===== config.mk =====
export PLATFORM = sky130hd
export DESIGN_NAME = two_wire_slave_port
export DESIGN_NICKNAME = d
export VERILOG_FILES = /design/src/design/two_wire_pkg.sv /design/src/design/two_wire_slave_port.sv
export SDC_FILE = /design/constraint.sdc
export NUM_CORES = 1
export LEC_CHECK = 0
export ABC_AREA = 1
export BUFFER_PORTS_ARGS = -buffer_cell sky130_fd_sc_hd__buf_2
export CAP_MARGIN = 25
export CORE_ASPECT_RATIO = 0.9
export CORE_UTILIZATION = 50
export DETAILED_ROUTE_END_ITERATION = 10
export PLACE_DENSITY = 0.77
export SYNTH_ARGS = -nofsm -noshare
export SYNTH_HDL_FRONTEND = slang
export SYNTH_SLANG_ARGS = --single-unit

===== constraint.sdc =====
create_clock -name pclk -period 2 [get_ports pclk]
set_clock_uncertainty 0.2 [all_clocks]
set_input_delay 0.3 -clock pclk [delete_from_list [all_inputs] [get_ports pclk]]
set_output_delay 0.3 -clock pclk [all_outputs]
set_load 0.005 [all_outputs]

===== src/design/two_wire_pkg.sv =====
package two_wire_pkg;

    // apb address width and data width
    localparam int APB_ADDR_W = 12;
    localparam int APB_DATA_W = 32;

    // register indices; byte address is four times the index
    localparam logic [7:0] IDX_FUNC = 8'h9c;
    localparam logic [7:0] IDX_CTRL = 8'h9d;
    localparam logic [7:0] IDX_ADDR = 8'h9e;
    localparam logic [7:0] IDX_DATA = 8'h9f;
    localparam logic [APB_ADDR_W-1:0] ADDR_FUNC = {2'b00, IDX_FUNC, 2'b00};
    localparam logic [APB_ADDR_W-1:0] ADDR_CTRL = {2'b00, IDX_CTRL, 2'b00};
    localparam logic [APB_ADDR_W-1:0] ADDR_ADDR = {2'b00, IDX_ADDR, 2'b00};
    localparam logic [APB_ADDR_W-1:0] ADDR_DATA = {2'b00, IDX_DATA, 2'b00};

    // control and address register bit positions
    localparam int CTRL_EN_BIT   = 7;
    localparam int CTRL_FLAG_BIT = 6;
    localparam int CTRL_HIT_BIT  = 4;
    localparam int CTRL_ACK_BIT  = 3;
    localparam int ADDR_BC_BIT   = 0;

    // reset values
    localparam logic [7:0] BYTE_RESET = 8'h00;
    localparam logic [1:0] FUNC_RESET = 2'h0;

    // port function select code that picks the two-wire slave
    localparam logic [1:0] FUNC_TWO_WIRE = 2'h2;

    // broadcast address and bit counts within a nine-clock byte
    localparam logic [6:0] BCAST_ADDR = 7'h00;
    localparam logic [3:0] CNT_DATA   = 4'h8;
    localparam logic [3:0] CNT_ACK    = 4'h9;

    // phase codes seen by software
    localparam logic [2:0] CODE_IDLE = 3'h0;
    localparam logic [2:0] CODE_ADDR = 3'h1;
    localparam logic [2:0] CODE_RX   = 3'h2;
    localparam logic [2:0] CODE_TX   = 3'h3;
    localparam logic [2:0] CODE_NACK = 3'h4;
    localparam logic [2:0] CODE_AOFF = 3'h5;

    // protocol phases
    typedef enum logic [5:0] {
        PH_IDLE = 6'b00_0001,
        PH_ADDR = 6'b00_0010,
        PH_RX   = 6'b00_0100,
        PH_TX   = 6'b00_1000,
        PH_NACK = 6'b01_0000,
        PH_AOFF = 6'b10_0000
    } phase_t;

    // control bits that software and hardware share
    typedef struct packed {
        logic enable;
        logic flag;
        logic hit;
        logic ack_en;
    } ctrl_t;

endpackage


===== src/design/two_wire_slave_port.sv =====
`timescale 1ns/1ps
// Overview of operation
// RULE1: slave only; never drives clock, start or stop.
// RULE2: enabled and start seen moves phase idle 000 to address 001.
// RULE3: stop in any phase returns phase to idle 000.
// RULE4: first frame is seven address bits then direction bit, 1 read.
// RULE5: own address match pulls data low in ninth clock, then releases.
// RULE6: each byte is eight data clocks plus one acknowledge clock.
// RULE7: matched write moves to receive phase 010.
// RULE8: restart during receive returns to address phase 001.
// RULE9: acknowledge disabled in receive: no ack, finish byte, go idle.
// RULE10: matched read moves to transmit phase 011.
// RULE11: transmit releases line after each byte, continues on master ack.
// RULE12: master not-acknowledge after a sent byte moves to phase 100.
// RULE13: acknowledge disabled in transmit: finish byte, release, phase 101.
// RULE14: address register: own address bits 7..1, broadcast enable bit 0.
// RULE15: enabled broadcast address 0x00 is acknowledged, leads to receive.
// RULE16: broadcast hit flag bit 4 set by hardware, cleared automatically.
// RULE17: master must send write direction with the broadcast address.
// RULE18: event flag set after each byte, held until software clears it.
// RULE19: byte written to buffer in transmit is shifted out automatically.
// RULE20: control bit 3 gates acceptance of data from master.
// RULE21: port acts as two-wire slave only when function select picks it.
// RULE22: data line is only pulled low or released.
// RULE23: control bit 7 enables the port.
// RULE24: event flag also set on address match, restart and stop.
// RULE25: lines synchronised; start is data fall, stop data rise, clock high.
// RULE26: reading the buffer returns the last byte received.
module two_wire_slave_port (
    // apb slave
    input  wire logic                                  pclk,
    input  wire logic                                  presetn,
    input  wire logic                                  psel,
    input  wire logic                                  penable,
    input  wire logic                                  pwrite,
    input  wire logic [two_wire_pkg::APB_ADDR_W-1:0]   paddr,
    input  wire logic [two_wire_pkg::APB_DATA_W-1:0]   pwdata,
    output logic                                       pready,
    output logic [two_wire_pkg::APB_DATA_W-1:0]        prdata,
    output logic                                       pslverr,
    // two-wire pins
    input  wire logic                                  scl_i,
    input  wire logic                                  sda_i,
    output logic                                       sda_o,
    output logic                                       sda_oe
);

    ////////////////////////////////////////////////////////////////////////////
    // state

    typedef struct packed {
        logic                 scl_s1;
        logic                 scl_s2;
        logic                 scl_s3;
        logic                 sda_s1;
        logic                 sda_s2;
        logic                 sda_s3;
        two_wire_pkg::phase_t phase;
        logic [3:0]           cnt;
        logic [7:0]           shift;
        logic [7:0]           byte_buffer_reg;
        logic [7:0]           tx_hold_reg;
        logic [7:0]           slave_address_reg;
        two_wire_pkg::ctrl_t  ctrl;
        logic [1:0]           func_sel_reg;
        logic                 rw;
        logic                 drop;
        logic                 sda_drive;
        logic [31:0]          rdata;
        logic                 err;
    } state_t;

    state_t st_reg;
    state_t st_next;

    logic   active;
    logic   scl_rise;
    logic   scl_fall;
    logic   start_det;
    logic   stop_det;
    logic   wr_acc;
    logic   own_hit;
    logic   bc_hit;

    // software-visible phase code
    function automatic logic [2:0] phase_code(input two_wire_pkg::phase_t p);
        case (p)
            two_wire_pkg::PH_ADDR: phase_code = two_wire_pkg::CODE_ADDR;
            two_wire_pkg::PH_RX:   phase_code = two_wire_pkg::CODE_RX;
            two_wire_pkg::PH_TX:   phase_code = two_wire_pkg::CODE_TX;
            two_wire_pkg::PH_NACK: phase_code = two_wire_pkg::CODE_NACK;
            two_wire_pkg::PH_AOFF: phase_code = two_wire_pkg::CODE_AOFF;
            default:               phase_code = two_wire_pkg::CODE_IDLE;
        endcase
    endfunction

    ////////////////////////////////////////////////////////////////////////////
    // line events, read only from the second and third sync stages

    assign active    = st_reg.ctrl.enable &&
                       (st_reg.func_sel_reg == two_wire_pkg::FUNC_TWO_WIRE); // [RULE21] [RULE23]
    assign scl_rise  = st_reg.scl_s2 && !st_reg.scl_s3;
    assign scl_fall  = !st_reg.scl_s2 && st_reg.scl_s3;
    assign start_det = st_reg.scl_s2 && st_reg.scl_s3 &&
                       st_reg.sda_s3 && !st_reg.sda_s2;                     // [RULE25]
    assign stop_det  = st_reg.scl_s2 && st_reg.scl_s3 &&
                       !st_reg.sda_s3 && st_reg.sda_s2;                     // [RULE25]
    assign wr_acc    = psel && penable && pwrite;
    // address byte is shift[7:1], direction is shift[0]
    assign own_hit   = st_reg.shift[7:1] == st_reg.slave_address_reg[7:1];  // [RULE4] [RULE14]
    assign bc_hit    = st_reg.slave_address_reg[two_wire_pkg::ADDR_BC_BIT] &&
                       st_reg.shift[7:1] == two_wire_pkg::BCAST_ADDR &&
                       !st_reg.shift[0];                                    // [RULE14] [RULE15]

    // bus is open-drain: data out is always low, only the enable moves
    assign sda_o   = 1'b0;                                                  // [RULE22]
    assign sda_oe  = st_reg.sda_drive;
    assign pready  = 1'b1;
    assign prdata  = st_reg.rdata;
    assign pslverr = st_reg.err;

    ////////////////////////////////////////////////////////////////////////////
    // next-state logic: software first, then hardware, so a set beats a clear

    always_comb begin
        st_next        = st_reg;
        st_next.scl_s1 = scl_i;
        st_next.scl_s2 = st_reg.scl_s1;
        st_next.scl_s3 = st_reg.scl_s2;
        st_next.sda_s1 = sda_i;
        st_next.sda_s2 = st_reg.sda_s1;
        st_next.sda_s3 = st_reg.sda_s2;

        // apb setup: snapshot read data and decode error for the access cycle
        if (psel && !penable) begin
            st_next.err   = 1'b0;
            st_next.rdata = 32'h0000_0000;
            if (paddr == two_wire_pkg::ADDR_FUNC) begin
                st_next.rdata[1:0] = st_reg.func_sel_reg;
            end else if (paddr == two_wire_pkg::ADDR_CTRL) begin
                st_next.rdata[7:0] = {st_reg.ctrl.enable, st_reg.ctrl.flag, 1'b0,
                                      st_reg.ctrl.hit, st_reg.ctrl.ack_en,
                                      phase_code(st_reg.phase)};
            end else if (paddr == two_wire_pkg::ADDR_ADDR) begin
                st_next.rdata[7:0] = st_reg.slave_address_reg;
            end else if (paddr == two_wire_pkg::ADDR_DATA) begin
                st_next.rdata[7:0] = st_reg.byte_buffer_reg;               // [RULE26]
            end else begin
                st_next.err = 1'b1;
            end
        end

        // apb write takes effect at the access edge
        if (wr_acc) begin
            if (paddr == two_wire_pkg::ADDR_FUNC) begin
                st_next.func_sel_reg = pwdata[1:0];
            end else if (paddr == two_wire_pkg::ADDR_CTRL) begin
                st_next.ctrl.enable = pwdata[two_wire_pkg::CTRL_EN_BIT];
                st_next.ctrl.ack_en = pwdata[two_wire_pkg::CTRL_ACK_BIT];
                if (!pwdata[two_wire_pkg::CTRL_FLAG_BIT]) begin
                    st_next.ctrl.flag = 1'b0;
                end
            end else if (paddr == two_wire_pkg::ADDR_ADDR) begin
                st_next.slave_address_reg = pwdata[7:0];
            end else if (paddr == two_wire_pkg::ADDR_DATA) begin
                st_next.tx_hold_reg = pwdata[7:0];                          // [RULE19]
            end
        end

        // protocol engine; disabled port sits idle with the line released
        if (!active) begin
            st_next.phase     = two_wire_pkg::PH_IDLE;                      // [RULE23]
            st_next.sda_drive = 1'b0;
            st_next.cnt       = 4'h0;
            st_next.ctrl.hit  = 1'b0;
        end else if (stop_det) begin
            if (st_reg.phase != two_wire_pkg::PH_IDLE) begin
                st_next.ctrl.flag = 1'b1;                                   // [RULE24]
            end
            st_next.phase     = two_wire_pkg::PH_IDLE;                      // [RULE3]
            st_next.sda_drive = 1'b0;
            st_next.cnt       = 4'h0;
            st_next.ctrl.hit  = 1'b0;                                       // [RULE16]
        end else if (start_det) begin
            if (st_reg.phase != two_wire_pkg::PH_IDLE) begin
                st_next.ctrl.flag = 1'b1;                                   // [RULE24]
            end
            st_next.phase     = two_wire_pkg::PH_ADDR;                      // [RULE2] [RULE8]
            st_next.sda_drive = 1'b0;
            st_next.cnt       = 4'h0;
            st_next.drop      = 1'b0;
            st_next.ctrl.hit  = 1'b0;
        end else if (scl_rise) begin
            // eight data clocks then one acknowledge clock per byte
            if (st_reg.cnt < two_wire_pkg::CNT_ACK) begin
                st_next.cnt = st_reg.cnt + 4'h1;                            // [RULE6]
            end
            if (st_reg.cnt < two_wire_pkg::CNT_DATA &&
                (st_reg.phase == two_wire_pkg::PH_ADDR ||
                 st_reg.phase == two_wire_pkg::PH_RX)) begin
                st_next.shift = {st_reg.shift[6:0], st_reg.sda_s2};
            end
            // master answer to a sent byte, high means stop sending
            if (st_reg.phase == two_wire_pkg::PH_TX &&
                st_reg.cnt == two_wire_pkg::CNT_DATA && st_reg.sda_s2) begin
                st_next.phase = two_wire_pkg::PH_NACK;                      // [RULE12]
            end
        end else if (scl_fall) begin
            case (st_reg.phase)
                two_wire_pkg::PH_ADDR: begin
                    if (st_reg.cnt == two_wire_pkg::CNT_DATA) begin
                        st_next.rw = st_reg.shift[0];                       // [RULE4]
                        if (own_hit || bc_hit) begin
                            st_next.sda_drive = 1'b1;                       // [RULE5] [RULE15]
                            st_next.ctrl.flag = 1'b1;                       // [RULE24]
                            st_next.ctrl.hit  = bc_hit;                     // [RULE16]
                        end else begin
                            st_next.phase = two_wire_pkg::PH_IDLE;
                            st_next.cnt   = 4'h0;
                        end
                    end else if (st_reg.cnt == two_wire_pkg::CNT_ACK) begin
                        st_next.cnt = 4'h0;
                        if (st_reg.rw && !st_reg.ctrl.hit) begin
                            st_next.phase     = two_wire_pkg::PH_TX;        // [RULE10]
                            st_next.shift     = st_reg.tx_hold_reg;         // [RULE19]
                            st_next.sda_drive = !st_reg.tx_hold_reg[7];
                        end else begin
                            st_next.phase     = two_wire_pkg::PH_RX;        // [RULE7] [RULE15]
                            st_next.sda_drive = 1'b0;                       // [RULE5]
                        end
                    end
                end
                two_wire_pkg::PH_RX: begin
                    if (st_reg.cnt == two_wire_pkg::CNT_DATA) begin
                        st_next.byte_buffer_reg = st_reg.shift;             // [RULE26]
                        st_next.ctrl.flag       = 1'b1;                     // [RULE18]
                        st_next.sda_drive       = st_reg.ctrl.ack_en;       // [RULE20]
                        st_next.drop            = !st_reg.ctrl.ack_en;      // [RULE9]
                    end else if (st_reg.cnt == two_wire_pkg::CNT_ACK) begin
                        st_next.sda_drive = 1'b0;
                        st_next.cnt       = 4'h0;
                        if (st_reg.drop) begin
                            st_next.phase = two_wire_pkg::PH_IDLE;          // [RULE9]
                        end
                    end
                end
                two_wire_pkg::PH_TX: begin
                    if (st_reg.cnt == two_wire_pkg::CNT_DATA) begin
                        st_next.sda_drive = 1'b0;                           // [RULE11]
                        st_next.ctrl.flag = 1'b1;                           // [RULE18]
                    end else if (st_reg.cnt == two_wire_pkg::CNT_ACK) begin
                        st_next.cnt = 4'h0;
                        if (!st_reg.ctrl.ack_en) begin
                            st_next.phase = two_wire_pkg::PH_AOFF;          // [RULE13]
                        end else begin
                            st_next.shift     = st_reg.tx_hold_reg;         // [RULE11] [RULE19]
                            st_next.sda_drive = !st_reg.tx_hold_reg[7];
                        end
                    end else if (st_reg.cnt != 4'h0) begin
                        // next bit goes out while the clock is low
                        st_next.shift     = {st_reg.shift[6:0], 1'b0};
                        st_next.sda_drive = !st_reg.shift[6];
                    end
                end
                default: begin
                    // idle and the two wait phases ignore clocks
                    st_next.sda_drive = 1'b0;                               // [RULE1]
                end
            endcase
        end
    end

    ////////////////////////////////////////////////////////////////////////////
    // state register; sync stages reset high so a released bus shows no edge

    always_ff @(posedge pclk or negedge presetn) begin
        if (!presetn) begin
            st_reg                   <= '0;
            st_reg.scl_s1            <= 1'b1;
            st_reg.scl_s2            <= 1'b1;
            st_reg.scl_s3            <= 1'b1;
            st_reg.sda_s1            <= 1'b1;
            st_reg.sda_s2            <= 1'b1;
            st_reg.sda_s3            <= 1'b1;
            st_reg.phase             <= two_wire_pkg::PH_IDLE;
            st_reg.byte_buffer_reg   <= two_wire_pkg::BYTE_RESET;
            st_reg.tx_hold_reg       <= two_wire_pkg::BYTE_RESET;
            st_reg.slave_address_reg <= two_wire_pkg::BYTE_RESET;
            st_reg.func_sel_reg      <= two_wire_pkg::FUNC_RESET;
        end else begin
            st_reg <= st_next;
        end
    end
endmodule


==> run metrics, run 1 <==
clock tree sinks between 60 and 70; CTS max path bufs 2; kind of critical path flop to flop; PD cells between 500 and 600 nW/um2; Post-Route WL 11.9 mm; Pleak 0.00278 uW; DIE WIDTH 98.0 um; starting density of the core 51.7%; footprint of the multi-input gates 2290 um2; gr ovfl total 0; worst path required time 2050 ps; Netlist cell types 39; Fillers 589; Final Hold Violating Endpoints 0; adder-cell share of the synthesized area 1.81%; outcome finished, violations left; share of the synthesized area in the top cell type between 30% and 40%; fin nets 711; maximum vdd drop 0.000465 V; post-synth top area cell dfrtp_1; Via density about 5.5; Hold Path Class primary input to flop; main combinational cell family by area after synthesis simple AND/OR/NAND/NOR gates; CP max FO 7; Flop pwr share 49.8%; FF/Latch Area 1660 um2; most frequent cells after synthesis nand2_1, inv_1, dfrtp_1; Period Utilization, post-route 107%; final antenna-violating net count 0; CORE AREA 8030 um2; Setup WS post-layout -134 ps; largest net degree at the start of global routing 67; Post-Syn Instances 551; Synth Area in Simple Gates between 30% and 40%; Startpoint Class flop; DP Area roughly 4600 um2; IO Port Bufs 36; CTS root buf clkbuf_8; Worst EP arrival between 2000 and 2500 ps; Min-Delay Startpoint pwdata[6]; cell-internal power 2020 uW; Cells after DPL between 700 and 800; post-route minimum period 2130 ps; drt pass-1 iters 8; final instance area around 5400 um2; CTS tree built; clock latency on the worst-skew pair 360 ps; max FFs per register 52; non-filler cells, final 758; io pins between 80 and 90; die area around 8700 um2; Synth async-reset ratio 100%; Pwr Total 2720 uW; Antenna Diode Count 0; Reg-to-Reg Start st_reg[77]; xor and xnor fraction of the mapped netlist area less than 1%; Setup-failing EPs final 25; combinational power share between 7 and 8%; largest cells by area after synthesis dfrtp_1, nand2_1, buf_4; Reg clk slew, reported paths 80 ps; vias after detailed routing 4164; Net Sw Power between 700 and 800 uW; Worst setup EP type flop; antenna violations before repair 0; TritonCTS Buffers 9; Post-synth top flop dfrtp_1; Post-synth EDFFs 0; FP Rows 31; Final Wtd Congestion roughly 0.96; Die H 88.4 um; vias in the first global route 3589; post-synthesis compound-gate area fraction 10.4%; Max Cap Viol 0; multiplexer share of the synthesized area 1.45%; synthesized area per cell 7.53 um2; maximum clock rate 0.469 GHz; share of layout cells above drive strength 1 32.9%; crit path from st_reg[77]; max-slew violation count 0; area delta synth->final 29.2%; warnings from Yosys 0; Seq cells post-synth 66; register area share after synthesis between 40% and 50%; clock network power share 42.7%; DRC viols 3; dpl ws -135 ps; routed length per instance 15.7 um; Synth Cell Area 4150 um2; switch share 26.0%; gr usage total 25.2%; RSZ-0062 raised after global routing true; first-pass GRT wire length approximately 17 mm; htree depth 3; initial DRC count 521; failing checks design-rule violations, negative setup slack; Post-DP HPWL 7.54 mm; most common cell in the netlist nand2_1
## final timing paths
check | endpoint | slack [ps] | depth (start not counted)
worst max-delay path | st_reg[81] | -130 | 10
max in group asynchronous | st_reg[87] | 980 | 3
worst min register to register | st_next[87] | 160 | 0
worst min-delay path | st_reg[48] | 8 | 2
worst max register to register | st_reg[81] | -130 | 10
min in group asynchronous | prdata[0] | 270 | 3
## cells by family (layout without fill, tap and decap cells)
logic type,count (synthesis),in the layout
compound gates,81,81
buf+inv,113,195
flops,66,66
other cells,2,26
mux,5,5
fa+ha+maj,6,6
simple gates,274,276
xor+xnor,4,4
## critical path, stage by stage, from the launching register on
cell      delay (ps)
dfrtp_1          510
inv_1            220
nor2_4           210
clkinv_4         140
o21ai_1          250
nand2_2          100
nand3_2          110
nor2_4            70
buf_6            120
nand3_1           60
nand2_1           50
## area by class of cell
cell class | count | share of cell area (%)
multi-input combinational | 398 | 42.7
tap | 99 | 2.31
clock inverter | 7 | 1.45
sequential | 66 | 31.0
inverter | 73 | 5.25
timing repair buffer | 106 | 15.0
clock buffer | 9 | 2.31
## per-stage QoR
stage / setup TNS, ps / util, % / hold WS [ps]
final: -1560 / 66.8 / 8.34
after global routing: -3990 / 66.8 / 14.2
after CTS: -1.80 / 63.1 / 10.7
after detailed placement: -1300 / 57.9 / 143
after global placement: -426 / 57.9 / 137
after floorplan: 0 / - / -196
## timing repair
item / in CTS / in global routing
gates cloned: 1 / 1
buffers inserted: 2 / 8
resized for setup: 21 / 66
hold buffers: 10 / 0
hold endpoints to repair: 68 / 0
pin swaps: 6 / 27
endpoints found under the setup margin: 18 / 29
## routing by layer
metal  part of all wire (%)  GRT usage, %
met1                     40          32.9
met2                     46          41.1
met3                    8.9          4.74
met4                    4.8          11.6
met5                      0             0
## power by group through the flow
stage | clock network, uW | logic (uW) | registers [uW]
after floorplan | 0 | 105 | 1380
after global placement | 0 | 161 | 1380
after detailed placement | 0 | 165 | 1380
after CTS | 1170 | 188 | 1360
after global routing | 1230 | 228 | 1360
final | 1160 | 204 | 1360
## placed cells by master (no fill, tap or decap), types with 5 or more instances in the layout
cell type      instances
a31oi_1                5
nand4_1               11
dfstp_2                7
dlygate4sd3_1         10
dfrtp_1               58
inv_2                 10
nor2_4                11
o21ai_1               16
conb_1                26
nand2_2               26
nand3_1               34
nor3_1                 5
inv_1                 60
buf_6                  7
nor2_1                36
buf_2                 36
a21oi_1                9
nand2_1              117
nand2_4                8
clkbuf_8               9
nor2_2                 9
buf_4                 49
o21ai_0               40
Note: power is estimated with default switching activity, not from simulation.
==> run 2, diff against run 1 <==
SETUP_SLACK_MARGIN = 0.4   (was default)
SKIP_LAST_GASP = 1   (was default)
==> run 2 against run 1 <==
  * Worst hold slack improved by 4.5 ps
  * Clock power shrank 5%
  * Combinational power rose by 9%
  * Count of clock-buffer cells in the layout increased by 2
  * Die area stayed put
  * Fmax shrank 1.4%
  * Via count increased by 2.9%
  * The run still ends with design-rule violations, negative setup slack left
==> run metrics, run 2 (same netlist as run 1, synthesis figures left out) <==
outcome finished, violations left (unchanged); failing checks design-rule violations, negative setup slack (unchanged); Hold Path Class primary input to flop (unchanged); gr ovfl total 0 (unchanged); worst path required time 2030 ps (was 2050 ps); io pins 87 (unchanged); Reg clk slew, reported paths 70 ps (was 80 ps); CTS root buf clkbuf_8 (unchanged); max FFs per register 52 (unchanged); PD cells 466 nW/um2 (was 508 nW/um2); non-filler cells, final 791 (was 758); Cells after DPL 731 (was 720); switch share 24.8% (was 26.0%); Antenna Diode Count 0 (unchanged); share of layout cells above drive strength 1 38.0% (was 32.9%); final instance area 5740 um2 (was 5360 um2); fin nets 744 (was 711); final antenna-violating net count 0 (unchanged); Pwr Total 2680 uW (was 2720 uW); Reg-to-Reg Start st_reg[75] (was st_reg[77]); gr usage total 27.8% (was 25.2%); commonest non-fill, non-tap cell in the layout nand2_1 (unchanged); Worst Hold Endpoint st_reg[56] (was st_reg[48]); CTS tree built (unchanged); hold depth 3 (was 2); TritonCTS Buffers 9 (unchanged); Min-Delay Startpoint pwdata[6] (unchanged); maximum vdd drop 0.000320 V (was 0.000465 V); IO Port Bufs 36 (unchanged); Post-Route WL 12.4 mm (was 11.9 mm); first-pass GRT wire length 18.4 mm (was 16.9 mm); Max Cap Viol 0 (unchanged); Period Utilization, post-route 108% (was 107%); Via density 5.42 (was 5.49); max-slew violation count 0 (unchanged); initial DRC count 372 (was 521); CORE AREA 8030 um2 (unchanged); cell-internal power 2010 uW (was 2020 uW); kind of critical path flop to flop (unchanged); Pleak 0.00297 uW (was 0.00278 uW); largest stage delay on the critical path 400 ps (was 510 ps); Die H 88.4 um (unchanged); R2R setup slack -160 ps (was -130 ps); antenna violations before repair 0 (unchanged); critical path, cell by cell inv_2 > ha_4 > nand2_2 > nor2_4 > nand2_2 > o21ai_1 > o211ai_1 > nand2_2 > nand2_4 > buf_4 > nand2_1 > o21ai_1 (was inv_1 > nor2_4 > clkinv_4 > o21ai_1 > nand2_2 > nand3_2 > nor2_4 > buf_6 > nand3_1 > nand2_1); FP Rows 31 (unchanged); Final Hold Violating Endpoints 0 (unchanged); Setup WS post-layout -165 ps (was -134 ps); routed length per instance 15.6 um (was 15.7 um); CP Buf/Inv Count 2 (was 3); most frequent cells in the layout nand2_1, buf_4, dfrtp_1 (was nand2_1, inv_1, dfrtp_1); worst reg2reg endpoint st_reg[72] (was st_reg[81]); Crit path max-delay family simple AND/OR/NAND/NOR gates (unchanged); Worst Reg-to-Reg Cells 12 (was 10); drt pass-1 iters 10 (was 8); most used cell, CP nand2_2 (was nor2_4); DIE WIDTH 98.0 um (unchanged); vias after detailed routing 4285 (was 4164); Post-DP HPWL 7.91 mm (was 7.54 mm); Worst EP arrival 2190 ps (about the same); post-route minimum period 2160 ps (was 2130 ps); CP max FO 8 (was 7); dpl ws -78.6 ps (was -135 ps); largest net degree at the start of global routing 67 (unchanged); Setup-failing EPs final 16 (was 25); vias in the first global route 3760 (was 3589); RSZ-0062 raised after global routing true (unchanged); Startpoint Class flop (unchanged); starting density of the core 51.7% (unchanged); combinational power share 8.3% (was 7.5%); maximum clock rate 0.462 GHz (was 0.469 GHz); Flop pwr share 50.7% (was 49.8%); DRC viols 5 (was 3); DP Area 4820 um2 (was 4650 um2); clock latency on the worst-skew pair 350 ps (was 360 ps); clock tree sinks 66 (unchanged); Final Wtd Congestion 0.945 (was 0.958); area delta synth->final 38.2% (was 29.2%); clock network power share 41.0% (was 42.7%); CTS max path bufs 2 (unchanged); Net Sw Power 664 uW (was 708 uW); critical path's slowest cell dfrtp_1 (unchanged); die area 8670 um2 (unchanged); Worst setup EP type flop (unchanged); htree depth 3 (unchanged)
run 2: power by group through the flow:
stage | Clock [uW] | Combinational, uW | Sequential (uW)
after global routing | 1160 | 246 | 1360
final | 1100 | 223 | 1360
after detailed placement | 0 | 177 | 1380
after floorplan | 0 | 113 | 1380
after global placement | 0 | 173 | 1380
after CTS | 1100 | 215 | 1360
run 2: metrics by stage:
stage | hold WS, ps | TNS (ps) | util (%)
detailed placement | 140 | -379 | 60.1
finish | 12.9 | -1020 | 71.4
global route | 12.8 | -3770 | 71.4
CTS | 3.19 | 0 | 68.1
global placement | 137 | -47.3 | 60.1
floorplan | -196 | 0 | -
run 2: per-layer routing:
| layer | global-route usage [%] | wire length (um) | vias to the layer above |
|---|---|---|---|
| met5 | 0 | 0 | - |
| met4 | 9.09 | 295 | 0 |
| met3 | 5.69 | 1040 | 33 |
| met2 | 45.6 | 5870 | 234 |
| met1 | 37.3 | 5170 | 2020 |
| li1 | - | - | 1998 |
run 2: final cells by class:
class,count,area (um2)
clock inverters,5,55.1
clock buffers,11,131
inverters,73,282
flip-flops and latches,66,1660
fillers,598,2290
repair buffers,139,1090
well taps,99,124
multi-input cells,398,2390
run 2: worst register-to-register path, delay by kind of cell, from the launching register on:
family,cells,cell delay [ps]
AOI/OAI and AO/OA,3,410
adders and majority gates,1,130
buffers and inverters,2,260
DFF,1,400
and+or+nand+nor,6,640
run 2: worst max-delay path by stage:
stage,startpoint,end,depth (start not counted)
2_1_floorplan,st_reg[74],st_reg[62],10
3_3_place_gp,st_reg[41],st_reg[81],11
3_5_place_dp,st_reg[79],st_reg[79],11
4_1_cts,st_next[87],sda_oe,13
5_1_grt,st_reg[75],st_reg[73],12
6_report,st_reg[75],st_reg[72],12
run 2: repair_timing:
item	CTS	global route
cloned	3	0
endpoints found under the hold margin	68	0
pin swaps	25	24
gates resized for setup	55	42
hold buffers	9	0
setup buffers	19	13
setup endpoints to repair	33	38
